<file path="config.mk">
export PLATFORM = sky130hd
export DESIGN_NAME = asc_seq_ctrl
export DESIGN_NICKNAME = d
export VERILOG_FILES = /design/src/asc_pkg.sv /design/src/asc_imem_if.sv /design/src/asc_imem.sv /design/src/asc_seq_ctrl.sv
export SDC_FILE = /design/constraint.sdc
export NUM_CORES = 1
export LEC_CHECK = 0
export ABC_CLOCK_PERIOD_IN_PS = 4700
export BUFFER_PORTS_ARGS = -buffer_cell sky130_fd_sc_hd__buf_2
export CORE_AREA = 2 2 206 208
export CTS_CLUSTER_DIAMETER = 60
export DETAILED_ROUTE_END_ITERATION = 16
export DIE_AREA = 0 0 208 210
export GPL_ROUTABILITY_DRIVEN = 0
export HOLD_SLACK_MARGIN = 0.12
export PLACE_DENSITY_LB_ADDON = 0.08
export SLEW_MARGIN = 20
export SYNTH_ARGS = -nofsm -noshare
export SYNTH_HDL_FRONTEND = slang
export SYNTH_SLANG_ARGS = --single-unit
</file>
<file path="constraint.sdc">
create_clock -name core_clk -period 4.7 [get_ports core_clk]
set_input_delay 0.235 -clock core_clk [delete_from_list [all_inputs] [get_ports core_clk]]
set_output_delay 0.235 -clock core_clk [all_outputs]
set_load 0.005 [all_outputs]
</file>
<file path="src/asc_pkg.sv">
// asc_pkg: shared constants and types for the conversion sequencer control block.
// Assumes 16-bit register accesses at even byte offsets and a 200 MHz core clock.
`default_nettype none

package asc_pkg;

  // data path widths and instruction memory geometry
  localparam int DATA_W     = 16;
  localparam int IMEM_WORDS = 32;
  localparam int IMEM_AW    = 5;

  // register byte offsets
  localparam logic [7:0] OFS_CONVERT = 8'h06;
  localparam logic [7:0] OFS_CTRL    = 8'h0A;
  localparam logic [7:0] OFS_STATUS  = 8'h0C;
  localparam logic [7:0] OFS_PERIOD  = 8'h0E;
  localparam logic [7:0] OFS_IMEM_LO = 8'h80;
  localparam logic [7:0] OFS_IMEM_HI = 8'hBE;

  // sequencer_control fields
  localparam int CTRL_RUN_BIT   = 0;
  localparam int CTRL_IRQEN_BIT = 1;

  // sequencer_status fields
  localparam int ST_READY_BIT = 0;
  localparam int ST_ROVR_BIT  = 1;
  localparam int ST_POVR_BIT  = 2;
  localparam int ST_IRAM_BIT  = 3;
  localparam int ST_W         = 4;

  // instruction word fields
  localparam int INSTR_EN_BIT   = 3;
  localparam int INSTR_GAIN_LSB = 1;
  localparam int GAIN_W         = 2;

  // reset values
  localparam logic [DATA_W-1:0] PERIOD_RST = 16'h0000;
  localparam logic [ST_W-1:0]   STATUS_RST = 4'h0;

  // timing: 100 us period tick from the core clock
  localparam int CLK_FREQ_MHZ   = 200;
  localparam int TICK_PERIOD_US = 100;
  localparam int TICK_CYCLES    = TICK_PERIOD_US * CLK_FREQ_MHZ;

  // sequencer states
  typedef enum logic [2:0] {
    ST_IDLE,
    ST_READ,
    ST_EXAM,
    ST_CONV,
    ST_WAIT
  } asc_state_t;

endpackage

`default_nettype wire

</file>
<file path="src/asc_imem_if.sv">
// asc_imem_if: write and read port bundle of the instruction memory.
// Assumes the controller owns both ports and the memory answers one cycle later.
`timescale 1ns/1ps
`default_nettype none

interface asc_imem_if #(
  parameter int AW = 5,
  parameter int DW = 16
);
  logic          we;
  logic [AW-1:0] waddr;
  logic [DW-1:0] wdata;
  logic [AW-1:0] raddr;
  logic [DW-1:0] rdata;
  logic          any_enabled;

  modport ctrl (output we, output waddr, output wdata, output raddr,
                input rdata, input any_enabled);
  modport mem  (input we, input waddr, input wdata, input raddr,
                output rdata, output any_enabled);
endinterface

`default_nettype wire

</file>
<file path="src/asc_imem.sv">
// asc_imem: 32 x 16 instruction memory with registered read data.
// Assumes writes come from the register port; also tracks which words are enabled.
`timescale 1ns/1ps
`default_nettype none

module asc_imem
  import asc_pkg::*;
#(
  parameter int WORDS = IMEM_WORDS
)
(
  // clock and reset
  input  wire logic core_clk,
  input  wire logic rst,
  // memory port
  asc_imem_if.mem   bus
);

  logic [DATA_W-1:0] mem_r [WORDS];
  logic [DATA_W-1:0] rdata_r;
  logic [WORDS-1:0]  en_r;
  logic [WORDS-1:0]  en_nxt;

  // enable shadow so a start can judge the program without scanning the array
  always_comb
  begin
    en_nxt = en_r;
    if (bus.we)
    begin
      en_nxt[bus.waddr] = bus.wdata[INSTR_EN_BIT];
    end
  end

  always_ff @(posedge core_clk or posedge rst)
  begin
    if (rst)
    begin
      en_r <= '0;
    end
    else
    begin
      en_r <= en_nxt;
    end
  end

  // storage has no reset; the shadow above says whether anything is valid
  always_ff @(posedge core_clk)
  begin
    if (bus.we)
    begin
      mem_r[bus.waddr] <= bus.wdata;
    end
    // a word never written with its enable set reads as an empty instruction, so
    // random power-up contents cannot start conversions on unprogrammed channels
    rdata_r <= en_r[bus.raddr] ? mem_r[bus.raddr] : '0;
  end

  assign bus.rdata       = rdata_r;
  assign bus.any_enabled = |en_r;

endmodule

`default_nettype wire

</file>
<file path="src/asc_seq_ctrl.sv">
// asc_seq_ctrl: control, status and period timing of the conversion sequencer.
// Assumes a simple 16-bit register port, synchronous inputs and an external ADC core
// that answers each conversion request with a one-cycle done pulse.
`timescale 1ns/1ps
`default_nettype none

// Behaviour
// - run bit starts now; clear halts after pass
// - irq raised when enabled and any flag set
// - start with no enabled instruction sets fault
// - timer expiry mid-pass sets period overrun
// - timed pass end with ready uncleared sets overrun
// - pass end sets results ready; software clears
// - any error flag halts after last instruction
// - period register sixteen bits, 100 us units
// - timer reaching period starts a fresh pass
// - period zero restarts immediately after pass
// - pending bit needs enable and error flag
// - manual convert writes ignored while running
// - thirty-two instruction words, one per channel
module asc_seq_ctrl
  import asc_pkg::*;
#(
  parameter int TICK_CYC = TICK_CYCLES
)
(
  // clock and reset
  input  wire logic              core_clk,
  input  wire logic              rst,
  // register port
  input  wire logic [7:0]        reg_addr,
  input  wire logic              reg_wr,
  input  wire logic              reg_rd,
  input  wire logic [DATA_W-1:0] reg_wdata,
  output logic      [DATA_W-1:0] reg_rdata,
  // adc core
  input  wire logic              conv_done,
  output logic                   conv_req,
  output logic [IMEM_AW-1:0]     conv_chan,
  output logic [GAIN_W-1:0]      conv_gain,
  output logic                   manual_conv,
  // host interrupt, pending and activity flags
  output logic                   pci_irq,
  output logic                   sequencer_pending,
  output logic                   seq_active
);

  localparam int TW = $clog2(TICK_CYC);
  localparam logic [IMEM_AW-1:0] LAST_CH = IMEM_AW'(IMEM_WORDS - 1);

  asc_imem_if #(.AW(IMEM_AW), .DW(DATA_W)) imem_bus ();

  asc_imem #(.WORDS(IMEM_WORDS)) u_imem (
    .core_clk (core_clk),
    .rst      (rst),
    .bus      (imem_bus.mem)
  );

  asc_state_t        state_r, state_nxt;
  logic              run_r, run_nxt;
  logic              irqen_r, irqen_nxt;
  logic [ST_W-1:0]   status_r, status_nxt;
  logic [DATA_W-1:0] period_r, period_nxt;
  logic [IMEM_AW-1:0] ch_r, ch_nxt;
  logic [TW-1:0]     tick_cnt_r, tick_cnt_nxt;
  logic [DATA_W-1:0] per_cnt_r, per_cnt_nxt;
  logic [DATA_W-1:0] rdata_r, rdata_nxt;
  logic              conv_req_r, conv_req_nxt;
  logic [IMEM_AW-1:0] conv_chan_r, conv_chan_nxt;
  logic [GAIN_W-1:0] conv_gain_r, conv_gain_nxt;
  logic              manual_r, manual_nxt;
  logic              irq_r, irq_nxt;
  logic              pend_r, pend_nxt;
  logic              active_r, active_nxt;

  logic [ST_W-1:0]   status_view;
  logic [ST_W-1:0]   set_v;
  logic [ST_W-1:0]   clr_v;
  logic              wr_ctrl, wr_status, wr_period, wr_conv, wr_imem;
  logic              tick, expire, in_pass, pass_end, err_view, err_stop, period_zero;

  // register port decode
  assign wr_ctrl   = reg_wr && (reg_addr == OFS_CTRL);
  assign wr_status = reg_wr && (reg_addr == OFS_STATUS);
  assign wr_period = reg_wr && (reg_addr == OFS_PERIOD);
  assign wr_conv   = reg_wr && (reg_addr == OFS_CONVERT);
  assign wr_imem   = reg_wr && (reg_addr >= OFS_IMEM_LO) && (reg_addr <= OFS_IMEM_HI)
                     && !reg_addr[0];

  // instruction memory: host writes, sequencer reads the current channel
  assign imem_bus.we    = wr_imem;
  assign imem_bus.waddr = reg_addr[IMEM_AW:1];
  assign imem_bus.wdata = reg_wdata;
  assign imem_bus.raddr = ch_r;

  // overrun flags are hidden in continuous mode, both on read and for the interrupt
  assign period_zero = (period_r == 16'h0000);
  assign status_view = {status_r[ST_IRAM_BIT],
                        status_r[ST_POVR_BIT] & !period_zero,
                        status_r[ST_ROVR_BIT] & !period_zero,
                        status_r[ST_READY_BIT]};
  assign err_view    = |status_view[ST_IRAM_BIT:ST_ROVR_BIT];

  // 100 us tick and period count; the count restarts with each pass
  assign tick    = (tick_cnt_r == TW'(TICK_CYC - 1));
  assign expire  = tick && !period_zero && ((per_cnt_r + 16'h0001) == period_r);
  assign in_pass = (state_r == ST_READ) || (state_r == ST_EXAM) || (state_r == ST_CONV);

  // sequencer walk, flag events and timers
  always_comb
  begin
    state_nxt     = state_r;
    ch_nxt        = ch_r;
    set_v         = '0;
    pass_end      = 1'b0;
    err_stop      = 1'b0;
    conv_req_nxt  = 1'b0;
    conv_chan_nxt = conv_chan_r;
    conv_gain_nxt = conv_gain_r;
    tick_cnt_nxt  = tick ? '0 : tick_cnt_r + TW'(1);
    per_cnt_nxt   = per_cnt_r;
    if (tick)
    begin
      per_cnt_nxt = expire ? 16'h0000 : per_cnt_r + 16'h0001;
    end
    if (expire && in_pass)
    begin
      set_v[ST_POVR_BIT] = 1'b1;
    end
    case (state_r)
      ST_IDLE:
      begin
        if (run_r && !err_view)
        begin
          if (imem_bus.any_enabled)
          begin
            state_nxt = ST_READ;
          end
          else
          begin
            set_v[ST_IRAM_BIT] = 1'b1;
          end
        end
      end
      ST_READ:
      begin
        state_nxt = ST_EXAM;
      end
      ST_EXAM:
      begin
        if (imem_bus.rdata[INSTR_EN_BIT])
        begin
          conv_req_nxt  = 1'b1;
          conv_chan_nxt = ch_r;
          conv_gain_nxt = imem_bus.rdata[INSTR_GAIN_LSB +: GAIN_W];
          state_nxt     = ST_CONV;
        end
        else if (ch_r == LAST_CH)
        begin
          pass_end = 1'b1;
        end
        else
        begin
          ch_nxt    = ch_r + IMEM_AW'(1);
          state_nxt = ST_READ;
        end
      end
      ST_CONV:
      begin
        if (conv_done)
        begin
          if (ch_r == LAST_CH)
          begin
            pass_end = 1'b1;
          end
          else
          begin
            ch_nxt    = ch_r + IMEM_AW'(1);
            state_nxt = ST_READ;
          end
        end
      end
      ST_WAIT:
      begin
        if (!run_r || err_view)
        begin
          state_nxt = ST_IDLE;
        end
        else if (expire)
        begin
          state_nxt = ST_READ;
        end
      end
      default:
      begin
        state_nxt = ST_IDLE;
      end
    endcase
    // end of the last instruction: post results and decide what follows
    if (pass_end)
    begin
      set_v[ST_READY_BIT] = 1'b1;
      if (status_r[ST_READY_BIT] && !period_zero)
      begin
        set_v[ST_ROVR_BIT] = 1'b1;
      end
      err_stop = err_view || set_v[ST_ROVR_BIT] || set_v[ST_POVR_BIT];
      if (!run_r || err_stop)
      begin
        state_nxt = ST_IDLE;
      end
      else if (period_zero)
      begin
        state_nxt = ST_READ;
      end
      else
      begin
        state_nxt = ST_WAIT;
      end
    end
    // every new pass begins at channel zero with a fresh period count
    if ((state_nxt == ST_READ) && ((state_r == ST_IDLE) || (state_r == ST_WAIT) || pass_end))
    begin
      ch_nxt       = '0;
      tick_cnt_nxt = '0;
      per_cnt_nxt  = 16'h0000;
    end
  end

  // register file and output staging
  always_comb
  begin
    clr_v      = wr_status ? reg_wdata[ST_W-1:0] : '0;
    status_nxt = (status_r & ~clr_v) | set_v;
    run_nxt    = wr_ctrl ? reg_wdata[CTRL_RUN_BIT] : run_r;
    irqen_nxt  = wr_ctrl ? reg_wdata[CTRL_IRQEN_BIT] : irqen_r;
    period_nxt = wr_period ? reg_wdata : period_r;
    manual_nxt = wr_conv && !run_r;
    irq_nxt    = irqen_r && (|status_view);
    pend_nxt   = irqen_r && err_view;
    active_nxt = (state_nxt != ST_IDLE);
    rdata_nxt  = rdata_r;
    if (reg_rd)
    begin
      case (reg_addr)
        OFS_CTRL:   rdata_nxt = {14'h0000, irqen_r, run_r};
        OFS_STATUS: rdata_nxt = {12'h000, status_view};
        OFS_PERIOD: rdata_nxt = period_r;
        default:    rdata_nxt = 16'h0000;
      endcase
    end
  end

  // all state registers; overrun and period counts clear on reset
  always_ff @(posedge core_clk or posedge rst)
  begin
    if (rst)
    begin
      state_r     <= ST_IDLE;
      run_r       <= 1'b0;
      irqen_r     <= 1'b0;
      status_r    <= STATUS_RST;
      period_r    <= PERIOD_RST;
      ch_r        <= '0;
      tick_cnt_r  <= '0;
      per_cnt_r   <= 16'h0000;
      rdata_r     <= 16'h0000;
      conv_req_r  <= 1'b0;
      conv_chan_r <= '0;
      conv_gain_r <= '0;
      manual_r    <= 1'b0;
      irq_r       <= 1'b0;
      pend_r      <= 1'b0;
      active_r    <= 1'b0;
    end
    else
    begin
      state_r     <= state_nxt;
      run_r       <= run_nxt;
      irqen_r     <= irqen_nxt;
      status_r    <= status_nxt;
      period_r    <= period_nxt;
      ch_r        <= ch_nxt;
      tick_cnt_r  <= tick_cnt_nxt;
      per_cnt_r   <= per_cnt_nxt;
      rdata_r     <= rdata_nxt;
      conv_req_r  <= conv_req_nxt;
      conv_chan_r <= conv_chan_nxt;
      conv_gain_r <= conv_gain_nxt;
      manual_r    <= manual_nxt;
      irq_r       <= irq_nxt;
      pend_r      <= pend_nxt;
      active_r    <= active_nxt;
    end
  end

  assign reg_rdata         = rdata_r;
  assign conv_req          = conv_req_r;
  assign conv_chan         = conv_chan_r;
  assign conv_gain         = conv_gain_r;
  assign manual_conv       = manual_r;
  assign pci_irq           = irq_r;
  assign sequencer_pending = pend_r;
  assign seq_active        = active_r;
endmodule

`default_nettype wire

</file>
==> qor.txt <==
status: complete, no violations
compound-gate portion of the synthesized area: 0.0560
Yosys warning total: 0
Final period util: 0.760
placed cell count: 1359
Distinct cells, synth: 65
Worst VDD drop: 0.266 mV
hold path depth: 1
number of vias per cell: 4.67
multi-input logic area: 4030 µm²
Core Area: 41500 µm²
post-route ant nets: 0
Total Nets Final: 905
startpoint types: flop
Post-synth top flop: dfrtp_1
GRT Total Usage: 0.139
Clock Sinks: 220
die footprint: 43700 µm²
mux cell area share after synthesis: 0.159
CTS tree: built
Initial DRT Pass Iterations: 4
CTS Buf Count: 30
HPWL Detailed: 20.1 mm
Critical Path Sink Type: flop
# port buffers: 56
largest family of logic cells by synthesized area: multiplexers
first-pass GRT wire length: 45.8 mm
Row Count: 75
ant diodes: 0
xor/xnor share of the synthesized area: 0.0256
R2R depth: 8
post-synthesis async set-or-reset flop share: 0.550
Crit path arrival time: 3990 ps
Max Fclk: 0.280 GHz
number of enable flip-flop cells after synthesis: 96
Mapped Avg Cell Area: 12.9 µm²
commonest non-fill, non-tap cell in the layout: dfrtp_1
WL final: 29.8 mm
Worst-Skew Late Latency: 600 ps
Non-Filler Instances: 1435
worst hold-check path type: in -> reg
CP required: 5110 ps
Overflow after GRT: 0
vias in the first global route: 6915
Setup Fix Bufs, Post-CTS: 0
Area Overhead vs Synth: 20.3%
setup tns final: 0 ps
FF/Latch Area: 5970 µm²
clock-pin transition on the worst setup and hold timing paths: 60 ps
most frequent cells in the layout: dfrtp_1, edfxtp_1, nor2_1
Die W: 208 µm
synthesized-area fraction occupied by adder cells: 0.00487
post-synthesis simple-gate area fraction: 0.146
Slew Limit Fails: 0
Top Ports: 57
clk_skew: 48.8 ps
Root Driver: clkbuf_16
Hold Violations, Final: 0
die outline height: 210 µm
clk buf depth: 3
via count of the routed design: 6707
flops & latches, synth: 220
static leakage: 0.00482 µW
antenna violations before repair: 2
Syn Nets: 828
RSZ-0062 raised after global routing: false
largest net degree at the start of global routing: 85
CTS HTree Levels: 1
# setup viols final: 0
Mapped Cells: 795
CP Class: reg -> reg
fillcell total: 4231
drt drc: 0
Starting Density: 0.248
number of max-cap violations: 0
1st-iter DRT viols: 463
share of post-route cells with drive strength above 1: 0.259
WL/cell: 20.8 µm
Mapped Area: 10300 µm²
Seq/Total Area, Yosys: 0.581
Power per Cell Area: 443 nW/µm²
Final Critical Period: 3570 ps
Max FO, Critical Path: 26
Tightest Pin Transition: 870 ps
Rel. slew slack: 0.420
-- cell type report --
class / instances / area share
clock buffers: 37 / 0.0653
clock inverters: 19 / 0.0190
inverters: 25 / 0.00800
multi-input cells: 511 / 0.326
flip-flops and latches: 220 / 0.483
well taps: 539 / 0.0546
repair buffers: 84 / 0.0437
-- sequential cells by signal, summed over array words and instances, names as in the netlist, 4 cells and up --
name / count
status_r: 4
ch_r: 5
reg_rdata: 16
tick_cnt_r: 15
period_r: 16
conv_chan: 5
u_imem.mem_r: 96
per_cnt_r: 16
u_imem.en_r: 32
-- critical path, stage by stage, from the launching register on --
cell and delay (ps):
dfrtp_1 470, ha_1 330, and4_1 320, and3_1 220, mux2_2 350, a2111oi_0 520
nand4_2 370, o21bai_4 700, nor2_1 110
-- power breakdown --
| part | internal (µW) | switching (µW) | leakage [µW] |
|---|---|---|---|
| logic | 429 | 443 | 0.00177 |
| clock network | 1450 | 914 | 0.000512 |
| registers | 2100 | 153 | 0.00253 |
| total | 3970 | 1510 | 0.00482 |
-- Yosys cell counts (3+ instances only) --
cell type | instances | area [µm²]
edfxtp_1 | 96 | 2880
or4b_1 | 3 | 30.0
or4_1 | 4 | 30.0
a31oi_1 | 4 | 25.0
mux2i_1 | 8 | 80.1
a21oi_1 | 30 | 150
and4_1 | 3 | 26.3
a22oi_1 | 5 | 37.5
dfrtp_1 | 121 | 3030
or3_1 | 4 | 25.0
and2_1 | 11 | 68.8
and3_1 | 11 | 68.8
dfxtp_1 | 3 | 60.1
a211oi_1 | 3 | 22.5
buf_6 | 4 | 45.0
xnor2_1 | 14 | 123
nor3_1 | 19 | 95.1
mux2_2 | 58 | 653
nor4_1 | 21 | 131
clkbuf_1 | 22 | 82.6
nor2_1 | 74 | 278
mux4_2 | 40 | 901
inv_1 | 25 | 93.8
xor2_1 | 16 | 140
o22ai_1 | 8 | 50.1
nand3_1 | 32 | 160
o21ai_0 | 22 | 110
ha_1 | 4 | 50.1
nor2b_1 | 10 | 62.6
nand3b_1 | 5 | 37.5
buf_1 | 7 | 26.3
nor3b_1 | 5 | 37.5
buf_2 | 5 | 25.0
nand2_1 | 46 | 173
nand4_1 | 11 | 68.8
-- routing by layer --
layer,part of all wire,GRT usage,wire (µm)
met2,0.46,0.218,13600
met3,0.033,0.0231,982
met5,0,0,0
met1,0.49,0.198,14500
met4,0.023,0.0377,675
-- kinds of logic (layout without fill, tap and decap cells) --
group,after synthesis,after routing
AND/OR/NAND/NOR,279,279
flip-flops,220,220
AO/OA/AOI/OAI,92,92
multiplexers,106,106
adder cells (fa/ha/maj),4,4
buffers and inverters,64,165
XOR/XNOR,30,30
-- what timing repair did --
action                    4_1_cts  5_1_grt
hold endpoints to repair      101        0
hold buffers                   20        0
gates resized for setup         0        0
-- through the flow --
stage	instance area, µm²	hold slack (ps)	util	total power, µW	setup WS, ps
after floorplan	10300	334	-	2850	1250
after CTS	12400	258	0.298	5590	1090
after global routing	12400	270	0.298	5750	840
after global placement	11100	457	0.268	3180	1180
after detailed placement	11100	461	0.268	3170	1070
final	12400	255	0.298	5480	1130
-- path summary, 6_finish.rpt --
path | from | to | slack [ps]
max in group asynchronous | rst | tick_cnt_r[10] | 3240
min in group asynchronous | rst | conv_chan[0] | 360
min | reg_wdata[1] | u_imem.mem_r[4][1] | 260
max reg2reg | per_cnt_r[0] | ch_r[4] | 1130
max | per_cnt_r[0] | ch_r[4] | 1130
min reg2reg | u_imem.bus.rdata[2] | conv_gain[1] | 470
(Power assumes the default switching activity.)
